===== config.mk =====
export PLATFORM = sky130hd
export DESIGN_NAME = clk_ctl
export DESIGN_NICKNAME = d
export VERILOG_FILES = /design/src/rtl/clk_ctl_pkg.sv /design/src/rtl/clk_ctl.sv /design/src/rtl/clk_mux_cell.sv
export SDC_FILE = /design/constraint.sdc
export NUM_CORES = 1
export LEC_CHECK = 0
export BUFFER_PORTS_ARGS = -buffer_cell sky130_fd_sc_hd__buf_2
export CAP_MARGIN = 20
export CELL_PAD_IN_SITES_DETAIL_PLACEMENT = 0
export CELL_PAD_IN_SITES_GLOBAL_PLACEMENT = 1
export CORE_MARGIN = 1.5
export CORE_UTILIZATION = 39
export CTS_CLUSTER_DIAMETER = 120
export DETAILED_ROUTE_END_ITERATION = 6
export PLACE_DENSITY_LB_ADDON = 0.1
export SLEW_MARGIN = 20
export SYNTH_ARGS = -nofsm -noshare
export SYNTH_HDL_FRONTEND = slang
export SYNTH_SLANG_ARGS = --single-unit

===== constraint.sdc =====
create_clock -name clk -period 2.37 [get_ports clk]
set_clock_uncertainty 0.15 [all_clocks]
set_input_delay 0.1185 -clock clk [delete_from_list [all_inputs] [get_ports clk]]
set_output_delay 0.1185 -clock clk [all_outputs]
set_load 0.005 [all_outputs]

===== src/rtl/clk_ctl_pkg.sv =====
// constants for the clock select and oscillator failure monitor
//------------------------------------------------------------
//------------------------------------------------------------
package clk_ctl_pkg;
	// register map (byte addresses of the control and status registers)
	localparam logic [11:0] OSC_CTL_ADDR = 12'hF86;
	localparam logic [11:0] SRC_STAT_ADDR = 12'hF88;
	// field positions
	localparam int INT_EN_BIT = 7;
	localparam int XTL_EN_BIT = 6;
	localparam int WDO_EN_BIT = 5;
	localparam int PFD_EN_BIT = 4;
	localparam int WFD_EN_BIT = 3;
	localparam int SEL_LSB = 0;
	localparam int SEL_W = 3;
	localparam logic [7:0] OSC_CTL_RESET = 8'hA0;
	// unlock values
	localparam logic [7:0] UNLOCK_FIRST = 8'hE7;
	localparam logic [7:0] UNLOCK_SECOND = 8'h18;
	// select codes
	localparam logic [2:0] SEL_INT_FAST = 3'h0;
	localparam logic [2:0] SEL_INT_SLOW = 3'h1;
	localparam logic [2:0] SEL_XTAL = 3'h2;
	localparam logic [2:0] SEL_WDO = 3'h3;
	localparam logic [2:0] SEL_EXT_PIN = 3'h4;
	// timing: 1 kHz threshold at 100 MHz reference clock
	localparam int CLK_HZ = 100000000;
	localparam int PFAIL_THRESH_HZ = 1000;
	localparam int PFAIL_CYCLES = CLK_HZ / PFAIL_THRESH_HZ;
	localparam int WFAIL_CYCLES = 8004;
	localparam int CNT_W = 17;
	// unlock tracker states
	typedef enum logic [1:0] {LOCKED, HALF, OPEN} lock_state_t;
endpackage


===== src/rtl/clk_ctl.sv =====
// system clock source select, unlock guard and failure monitor
`timescale 1ns/1ps
module clk_ctl (
	// clock, reset, enable
	input wire logic clk,
	input wire logic rst,
	input wire logic ce,
	// apb slave
	input wire logic psel,
	input wire logic penable,
	input wire logic pwrite,
	input wire logic [11:0] paddr,
	input wire logic [31:0] pwdata,
	output logic [31:0] prdata,
	output logic pready,
	output logic pslverr,
	// oscillator activity, one pulse per sampled oscillator edge
	input wire logic sys_clk_tick,
	input wire logic wdo_tick,
	// crystal option at reset
	input wire logic crystal_disable_option,
	// clock selection out
	output logic [2:0] system_clock_select_field,
	output logic internal_osc_enable,
	output logic crystal_osc_enable,
	output logic watchdog_osc_enable,
	output logic clock_switching,
	// failure events
	output logic primary_fail_event,
	output logic watchdog_fail_event,
	output logic device_halted
);
	//------------------------------------------------------------
	// bus decode
	//------------------------------------------------------------
	logic acc; // access phase
	logic wr_ctl; // write to control register
	logic [7:0] ctl_q; // stored settings
	clk_ctl_pkg::lock_state_t lock_q; // unlock tracker
	logic wdo_failed_q; // watchdog failure sticky
	logic [clk_ctl_pkg::CNT_W-1:0] pcnt_q; // cycles since system edge
	logic [clk_ctl_pkg::CNT_W-1:0] wcnt_q; // system clock edges since watchdog edge
	logic [2:0] want; // source requested for the mux
	logic [2:0] active; // source granted by mux
	logic switching; // mux in handover
	logic xtal_opt_q; // latched option after reset
	logic first_q; // first cycle after reset
	logic pfail; // primary failure detect
	logic wfail; // watchdog failure detect
	logic halt; // dead state

	assign acc = psel && penable && ce;
	assign wr_ctl = acc && pwrite && (paddr == clk_ctl_pkg::OSC_CTL_ADDR);

	function automatic logic sel_valid(input logic [2:0] s);
		sel_valid = (s <= clk_ctl_pkg::SEL_EXT_PIN);
	endfunction

	//------------------------------------------------------------
	// unlock tracker
	//------------------------------------------------------------
	// reads and other addresses pass by untouched
	always_ff @(posedge clk) begin
		if (rst) begin
			lock_q <= clk_ctl_pkg::LOCKED;
		end else if (wr_ctl) begin
			unique case (lock_q)
				clk_ctl_pkg::LOCKED: begin
					if (pwdata[7:0] == clk_ctl_pkg::UNLOCK_FIRST) begin
						lock_q <= clk_ctl_pkg::HALF;
					end
				end
				clk_ctl_pkg::HALF: begin
					if (pwdata[7:0] == clk_ctl_pkg::UNLOCK_SECOND) begin
						lock_q <= clk_ctl_pkg::OPEN;
					end else begin
						lock_q <= clk_ctl_pkg::LOCKED;
					end
				end
				clk_ctl_pkg::OPEN: begin
					lock_q <= clk_ctl_pkg::LOCKED;
				end
			endcase
		end
	end

	//------------------------------------------------------------
	// control register
	//------------------------------------------------------------
	// stored only on the write after a full unlock; recovery forces watchdog
	always_ff @(posedge clk) begin
		if (rst) begin
			ctl_q <= clk_ctl_pkg::OSC_CTL_RESET;
		end else if (ce) begin
			if (wr_ctl && lock_q == clk_ctl_pkg::OPEN) begin
				ctl_q <= pwdata[7:0];
			end else if (pfail) begin
				ctl_q[clk_ctl_pkg::SEL_LSB +: clk_ctl_pkg::SEL_W] <=
					clk_ctl_pkg::SEL_WDO;
			end
			if (first_q && !crystal_disable_option) begin
				ctl_q[clk_ctl_pkg::XTL_EN_BIT] <= 1'b1;
			end
		end
	end

	// option sampled on the first cycle after reset release
	always_ff @(posedge clk) begin
		if (rst) begin
			first_q <= 1'b1;
			xtal_opt_q <= 1'b0;
		end else if (ce && first_q) begin
			first_q <= 1'b0;
			xtal_opt_q <= crystal_disable_option;
		end
	end

	//------------------------------------------------------------
	// failure detection
	//------------------------------------------------------------
	// primary: too long without a system clock edge
	assign pfail = ctl_q[clk_ctl_pkg::PFD_EN_BIT] && !wdo_failed_q &&
		ctl_q[clk_ctl_pkg::WDO_EN_BIT] &&
		(ctl_q[2:0] != clk_ctl_pkg::SEL_WDO) &&
		(pcnt_q == clk_ctl_pkg::CNT_W'(clk_ctl_pkg::PFAIL_CYCLES));
	// watchdog: 8004 system clocks without a watchdog edge
	assign wfail = ctl_q[clk_ctl_pkg::WFD_EN_BIT] && !wdo_failed_q &&
		(wcnt_q == clk_ctl_pkg::CNT_W'(clk_ctl_pkg::WFAIL_CYCLES));

	always_ff @(posedge clk) begin
		if (rst) begin
			pcnt_q <= '0;
		end else if (ce) begin
			if (sys_clk_tick || !ctl_q[clk_ctl_pkg::PFD_EN_BIT] || pfail) begin
				pcnt_q <= '0;
			end else begin
				pcnt_q <= pcnt_q + 1'b1;
			end
		end
	end

	// counts only on system clock edges
	always_ff @(posedge clk) begin
		if (rst) begin
			wcnt_q <= '0;
		end else if (ce) begin
			if (wdo_tick || !ctl_q[clk_ctl_pkg::WFD_EN_BIT]) begin
				wcnt_q <= '0;
			end else if (sys_clk_tick && !wfail) begin
				wcnt_q <= wcnt_q + 1'b1;
			end
		end
	end

	always_ff @(posedge clk) begin
		if (rst) begin
			wdo_failed_q <= 1'b0;
		end else if (ce && wfail) begin
			wdo_failed_q <= 1'b1;
		end
	end

	//------------------------------------------------------------
	// source handover
	//------------------------------------------------------------
	assign want = sel_valid(ctl_q[2:0]) ? ctl_q[2:0] : active;
	clk_mux_cell u_mux (
		.clk(clk),
		.rst(rst),
		.ce(ce),
		.want(want),
		.active_q(active),
		.switching_q(switching)
	);

	// dead when chosen source is off and primary failure detection is off
	assign halt = ((active == clk_ctl_pkg::SEL_INT_FAST ||
		active == clk_ctl_pkg::SEL_INT_SLOW) && !ctl_q[clk_ctl_pkg::INT_EN_BIT] ||
		active == clk_ctl_pkg::SEL_XTAL && !ctl_q[clk_ctl_pkg::XTL_EN_BIT] ||
		active == clk_ctl_pkg::SEL_WDO && !ctl_q[clk_ctl_pkg::WDO_EN_BIT]) &&
		!ctl_q[clk_ctl_pkg::PFD_EN_BIT];

	//------------------------------------------------------------
	// outputs
	//------------------------------------------------------------
	always_ff @(posedge clk) begin
		if (rst) begin
			system_clock_select_field <= 3'h0;
			internal_osc_enable <= 1'b1;
			crystal_osc_enable <= 1'b0;
			watchdog_osc_enable <= 1'b1;
			clock_switching <= 1'b0;
			primary_fail_event <= 1'b0;
			watchdog_fail_event <= 1'b0;
			device_halted <= 1'b0;
		end else if (ce) begin
			system_clock_select_field <= active;
			internal_osc_enable <= ctl_q[clk_ctl_pkg::INT_EN_BIT];
			crystal_osc_enable <= ctl_q[clk_ctl_pkg::XTL_EN_BIT];
			watchdog_osc_enable <= ctl_q[clk_ctl_pkg::WDO_EN_BIT];
			clock_switching <= switching;
			primary_fail_event <= pfail;
			watchdog_fail_event <= wfail;
			if (halt) begin
				device_halted <= 1'b1;
			end
		end
	end

	//------------------------------------------------------------
	// apb answer: zero wait states
	//------------------------------------------------------------
	always_ff @(posedge clk) begin
		if (rst) begin
			prdata <= 32'h0;
			pready <= 1'b0;
			pslverr <= 1'b0;
		end else if (ce) begin
			pready <= psel && !penable;
			// unmapped reads and writes alike answer with an error
			pslverr <= psel && !penable && paddr != clk_ctl_pkg::OSC_CTL_ADDR &&
				paddr != clk_ctl_pkg::SRC_STAT_ADDR;
			prdata <= 32'h0;
			if (psel && !penable && !pwrite) begin
				if (paddr == clk_ctl_pkg::OSC_CTL_ADDR) begin
					prdata <= {24'h0, ctl_q};
				end else if (paddr == clk_ctl_pkg::SRC_STAT_ADDR) begin
					prdata <= {26'h0, xtal_opt_q, wdo_failed_q, switching, active};
				end
			end
		end
	end
endmodule


===== src/rtl/clk_mux_cell.sv =====
// glitch-free two-stage handover between selected clock sources
`timescale 1ns/1ps
module clk_mux_cell (
	// clock and control
	input wire logic clk,
	input wire logic rst,
	input wire logic ce,
	// requested and current source
	input wire logic [2:0] want,
	output logic [2:0] active_q,
	output logic switching_q
);
	//------------------------------------------------------------
	// handover
	//------------------------------------------------------------
	logic gap_q; // one dead cycle between sources
	// old source is parked for a cycle before the new one is granted
	always_ff @(posedge clk) begin
		if (rst) begin
			active_q <= 3'h0;
			gap_q <= 1'b0;
			switching_q <= 1'b0;
		end else if (ce) begin
			if (gap_q) begin
				active_q <= want;
				gap_q <= 1'b0;
				switching_q <= 1'b0;
			end else if (want != active_q) begin
				gap_q <= 1'b1;
				switching_q <= 1'b1;
			end
		end
	end
endmodule


# [Word-level counts from Yosys, hierarchy flattened]
# Index checks and enable logic that the tools add are counted.
[classes] bitwise_logic=0 shifts=0 n_lt_le_gt_ge=1 mul=0 n_eq_ne=16 addsub=2 div=0 reduce_logical=53 mux=18
[op_table] operator="two-way mux 17 bit" n=3
[op_table] operator="adder 17 x 1 -> 17 bit (second input constant)" n=2
[op_table] operator="equality test 12 bit (second input constant)" n=2
[op_table] operator="inequality test 12 bit (second input constant)" n=2
[op_table] operator="logical AND 1 bit" n=23
[op_table] operator="equality test 17 x 13 -> 1 bit (second input constant)" n=1
[op_table] operator="equality test 17 bit (second input constant)" n=1
[op_table] operator="two-way mux 8 bit" n=2
[op_table] operator="AND reduction 2 bit" n=8
[op_table] operator="zero test 1 bit" n=10
[op_table] operator="two-way mux 3 bit" n=3
[op_table] operator="equality test 8 x 5 -> 1 bit (second input constant)" n=1
[op_table] operator="equality test 8 bit (second input constant)" n=1
[op_table] operator="nonzero test 2 bit" n=4
[op_table] operator="equality test 3 x 2 -> 1 bit (second input constant)" n=2
[op_table] operator="logical OR 1 bit" n=6
[op_table] operator="two-way mux 6 bit" n=1
[op_table] operator="case mux 2 bit (3 select lines)" n=1
[op_table] operator="two-way mux 1 bit" n=5
[op_table] operator="two-way mux 2 bit" n=2
[op_table] operator="two-way mux 4 bit" n=1
[op_table] operator="equality test 3 x 1 -> 1 bit (second input constant)" n=1
[op_table] operator="<= comparator 3 bit (second input constant)" n=1
[op_table] operator="zero test 3 bit" n=1
[op_table] operator="other kinds (6)" n=6
[totals] memories=0 out_inout_bits=44 input_bits=53 ramBits=0 latchBits=0 regBits=96 romBits=0

# [Longest topological paths before layout]
[depth] word_depth=7 mapped_depth=8 mapped_depth_nobuf=7

# [Hierarchy]
# From an unflattened synthesis, not the netlist that was laid out.
[unflattened] hier_cells=459 hier_area_um2=3891.2
[modules_own_cells] mod="clk_ctl" area_per_inst_um2=3669.8 cells_each=432 n_inst=1
[modules_own_cells] mod="clk_mux_cell" area_per_inst_um2=221.5 cells_each=27 n_inst=1

# [Worst setup path before layout]
# Ideal clock, no wire load.
[synth_timing] kind="reg2reg" start="register wcnt_q[3] (netlist bit)" end="register wcnt_q[4] (netlist bit)" path_stages_with_launch=7 path_buffers=1 setup_slack_ns=0.258 arrival_ns=1.824 path_cell_list="dfxtp_1 or4_4 nor4_4 a2111oi_2 buf_6 a41oi_1 a211oi_1"
[synth_between] elab_chain_len=6
[synth_rtl] element="start, declared" line_no="clk_ctl.sv:42" source="logic [clk_ctl_pkg::CNT_W-1:0] wcnt_q;"
[synth_rtl] element="start signal, assigned" line_no="clk_ctl.sv:150" source="wcnt_q <= wcnt_q + 1'b1;"
[synth_rtl] element="parallel branches: the longest is 6 deep, another holds adder 17 x 1 -> 17 bit"
# Parallel ways; which one is timed is not known. The select of a mux whose other input is x is not followed.
# A chain may end at the register's enable or synchronous reset.

# [Worst setup path after layout]
[layout_timing] start="register wcnt_q[5] (netlist bit)" end="register wcnt_q[3] (netlist bit)"
[layout_between] elab_chain_len=6
[layout_rtl] element="equality test 17 x 13 -> 1 bit" line_no="clk_ctl.sv:128" source="(wcnt_q == clk_ctl_pkg::CNT_W'(clk_ctl_pkg::WFAIL_CYCLES));"
[layout_rtl] element="logical AND 1 bit" line_no="clk_ctl.sv:127" source="assign wfail = ctl_q[clk_ctl_pkg::WFD_EN_BIT] && !wdo_failed_q &&"
[layout_rtl] element="zero test 1 bit" line_no="clk_ctl.sv:149" source="end else if (sys_clk_tick && !wfail) begin"
[layout_rtl] element="logical AND 1 bit" line_no="clk_ctl.sv:149"
[layout_rtl] element="nonzero test 2 bit (no line)"
[layout_rtl] element="AND reduction 2 bit (no line)"
# Every way passes these cells.

==> run_results.csv <==
group,metric,value,unit
status,status,"finished, final reports clean",
final_layout,final_common_cell,"dfxtp_1",
die,initial_core_util,0.404,
setup_path,worst_r2r_endpoint,"wcnt_q[3]",
yosys,synth_cell_types,59,
die,die_area,10200,um^2
yosys,syn-mean-instance-area,8.18,um^2
setup_path,cp-start-kind,"flop",
global_routing,grt.busiest_layer,"met2",
die,fp.dieW,101,um
drt,via_count,3413,
cts,htree_levels,3,
yosys,netlist.area_leader.share,0.384,
setup_path,worstSetupPathType,"flop to flop",
global_routing,grt_pass1_vias,3107,
die,core_area,9280,um^2
placement,dpl_cell_area,4080,um^2
final_layout,syn2layout_area_growth,17.4,%
cts,cts_buffer_depth,2,
sta,maxSlewViolCount,0,
drt,via_per_inst,5.24,
worst_hold_path,holdPathStages,4,
sta,layout_min_cycle_time,2.21,ns
yosys,synth_area_leader_cell,"dfxtp_1",
die,die_y,101,um
setup_path,slowest_stage,"or4_4",
global_routing,use_met3,0.0395,
yosys,synth_area,3750,um^2
placement,portBuffers,48,
cts,clock_latency,0.35,ns
setup_path,crit_chain,"or4_4, nor4_4, a2111oi_2, buf_4, a41oi_1, a311oi_1",
job,maxCapViolations,0,
sta,worst_pin_slew,0.521,ns
setup_path,reg2reg_slack,0.16,ns
power,power_density,555,nW/um^2
drt,drtAntennaViolNets,0,
setup_path,crit_path_end_kind,"flop",
setup_path,rr_startpoint,"wcnt_q[5]",
drt,drc,0,
global_routing,use_met1,0.258,
sta,hold_viol,0,
global_routing,grt_pass1_wl,15300,um
final_layout,final_area,4410,um^2
setup_path,r2r_cells,6,
die,row_count,35,
drt,first_pass_iters,5,
cts,clkSinkCount,72,
cts,root_buffer,"clkbuf_8",
worst_hold_path,hold_path.startpoint,"sys_clk_tick",
drt,drt_iter0_markers,117,
final_layout,drive_gt1_frac,0.169,
setup_path,cp_max_fo,11,
yosys,async_flop_share,0,
power,leakagePower,1.69,nW
yosys,ys_warn_count,0,
cts,numCtsBuffers,9,
placement,hpwlAfterDp,6600,um
sta,relSlewSlack,0.652,
cts,path_clk_slew,0.08,ns
yosys,synth-edff-count,0,
worst_hold_path,min_to,"wcnt_q[10]",
power,ir_worst_vdd,278,uV
yosys,netlist_instances,459,
yosys,synth_area_leaders,"dfxtp_1, nor2_1, buf_4, a21oi_1, nand3_1",
sta,setup_viol_count_final,0,
drt,wl,9310,um
cts,cts_setup_buffers,0,
yosys,synth-seq-area-share,0.384,
global_routing,antenna_found_initial,0,
sta,period_share,0.934,
global_routing,met2_usage,0.308,
placement,place.gp.congestion,0.785,
global_routing,grt-ovfl-total,0,
worst_hold_path,hold_class,"input port to flop",
drt,post_drt_wl_per_cell,14.3,um
global_routing,grt_max_degree,26,
yosys,synth_seq_cells,72,
setup_path,arrival,2.28,ns
cts,cts_tree,"yes",
sta,grt_setup_unrepaired,"no",
global_routing,grt_usage,0.191,
yosys,synth_ff_type,"dfxtp_1",
setup_path,cpPeakStageDelay,0.51,ns
sta,fin_setup_tns,0,ns
final_layout,layout_common_cells,"dfxtp_1, nor2_1, buf_2",
final_layout,antenna_cells,0,
setup_path,required,2.44,ns
final_layout,n_fill_cell,961,
sta,max_freq,0.452,GHz
final_layout,final_nets,577,
die,pin_count,97,
[Yosys cell counts, types with 3 or more instances]
library cell and count:
a211o_1 4, a211oi_1 3, a21oi_1 27, a222oi_1 6, a22oi_1 3, a311oi_1 4
a31oi_1 8, a41oi_1 5, and2_1 6, and3_1 7, and4_1 4, buf_1 8
buf_4 24, clkbuf_1 19, dfxtp_1 72, ha_1 7, inv_1 14, mux2i_1 11
nand2_1 29, nand3_1 26, nand3b_1 5, nand4_1 13, nor2_1 59, nor2b_1 7
nor3_1 11, nor3b_1 4, nor4_1 4, o21ai_0 21, or3_1 3, xnor2_1 5
xor2_1 5
[sequential cells by signal, indices dropped and copies added (netlist names)]
name,cells
pcnt_q,17
wcnt_q,17
ctl_q,8
prdata,8
system_clock_select_field,3
u_mux.active_q,3
lock_q,2
clock_switching,1
crystal_osc_enable,1
device_halted,1
first_q,1
internal_osc_enable,1
pready,1
primary_fail_event,1
pslverr,1
u_mux.gap_q,1
u_mux.switching_q,1
watchdog_fail_event,1
watchdog_osc_enable,1
wdo_failed_q,1
xtal_opt_q,1
[layer usage]
| layer | vias to the layer above | routed length [um] |
|---|---|---|
| met4 | 0 | 100 |
| met3 | 8 | 316 |
| met2 | 75 | 4310 |
| li1 | 1724 | - |
| met1 | 1606 | 4580 |
| met5 | - | 0 |
[power breakdown]
| part | internal, W | leakage (nW) | switching [W] | total [W] |
|---|---|---|---|---|
| logic | 0.0000545 | 1.00 | 0.0000845 | 0.000139 |
| clock network | 0.000594 | 0.110 | 0.000494 | 0.00109 |
| registers | 0.00122 | 0.581 | 0.00000391 | 0.00122 |
[cells by family (layout without fill, tap and decap cells)]
| group | after synthesis | after routing | share of synthesized area |
|---|---|---|---|
| AOI/OAI and AO/OA | 98 | 98 | 0.175 |
| adders and majority gates | 7 | 7 | 0.0233 |
| muxes | 12 | 12 | 0.0323 |
| xor gates and xnor gates | 10 | 10 | 0.0233 |
| buffers and inverters | 66 | 106 | 0.0920 |
| and+or+nand+nor | 193 | 193 | 0.270 |
| other | 1 | 24 | 0.000999 |
| DFF | 72 | 72 | 0.384 |
[critical path: cells and delay by family, from the launching register on]
family / cells / cell delay [ns]
AO/OA/AOI/OAI: 3 / 0.41
buffers and inverters: 1 / 0.20
AND/OR/NAND/NOR: 2 / 0.93
flip-flops: 1 / 0.38
[per-stage QoR]
| stage | hold slack, ns | power [W] | util | instances | worst slack [ns] |
|---|---|---|---|---|---|
| after floorplan | 0.112 | 0.00134 | - | 482 | 0.258 |
| after global placement | 0.256 | 0.00137 | 0.439 | 624 | 0.169 |
| after detailed placement | 0.260 | 0.00137 | 0.439 | 624 | 0.162 |
| after CTS | 0.0216 | 0.00248 | 0.475 | 651 | 0.150 |
| after global routing | 0.0388 | 0.00255 | 0.475 | 651 | 0.0181 |
| final | 0.0365 | 0.00245 | 0.475 | 651 | 0.156 |
[repair_timing]
item / 4_1_cts / 5_1_grt
hold endpoints to repair: 14 / 0
hold buffers: 11 / 0
endpoints found under the setup margin: 0 / 0
resized for setup: 0 / 0
[layout make-up]
| class | instances | area, um^2 | area share |
|---|---|---|---|
| inverters | 14 | 52.6 | 0.0119 |
| flip-flops and latches | 72 | 1440 | 0.327 |
| repair buffers | 76 | 478 | 0.108 |
| clock buffers | 9 | 124 | 0.0281 |
| multi-input cells | 344 | 2050 | 0.466 |
| clock inverters | 7 | 95.1 | 0.0216 |
| well taps | 129 | 161 | 0.0366 |
[worst max path at each step]
stage | start | end | slack (ns) | depth (start not counted)
4_1_cts | wcnt_q[5] | wcnt_q[4] | 0.15 | 6
3_3_place_gp | wcnt_q[5] | wcnt_q[3] | 0.17 | 6
6_report | wcnt_q[5] | wcnt_q[3] | 0.16 | 6
5_1_grt | wcnt_q[0] | wcnt_q[12] | 0.02 | 7
2_1_floorplan | wcnt_q[3] | wcnt_q[4] | 0.26 | 6
3_5_place_dp | wcnt_q[5] | wcnt_q[3] | 0.16 | 6
(Power assumes the default switching activity.)
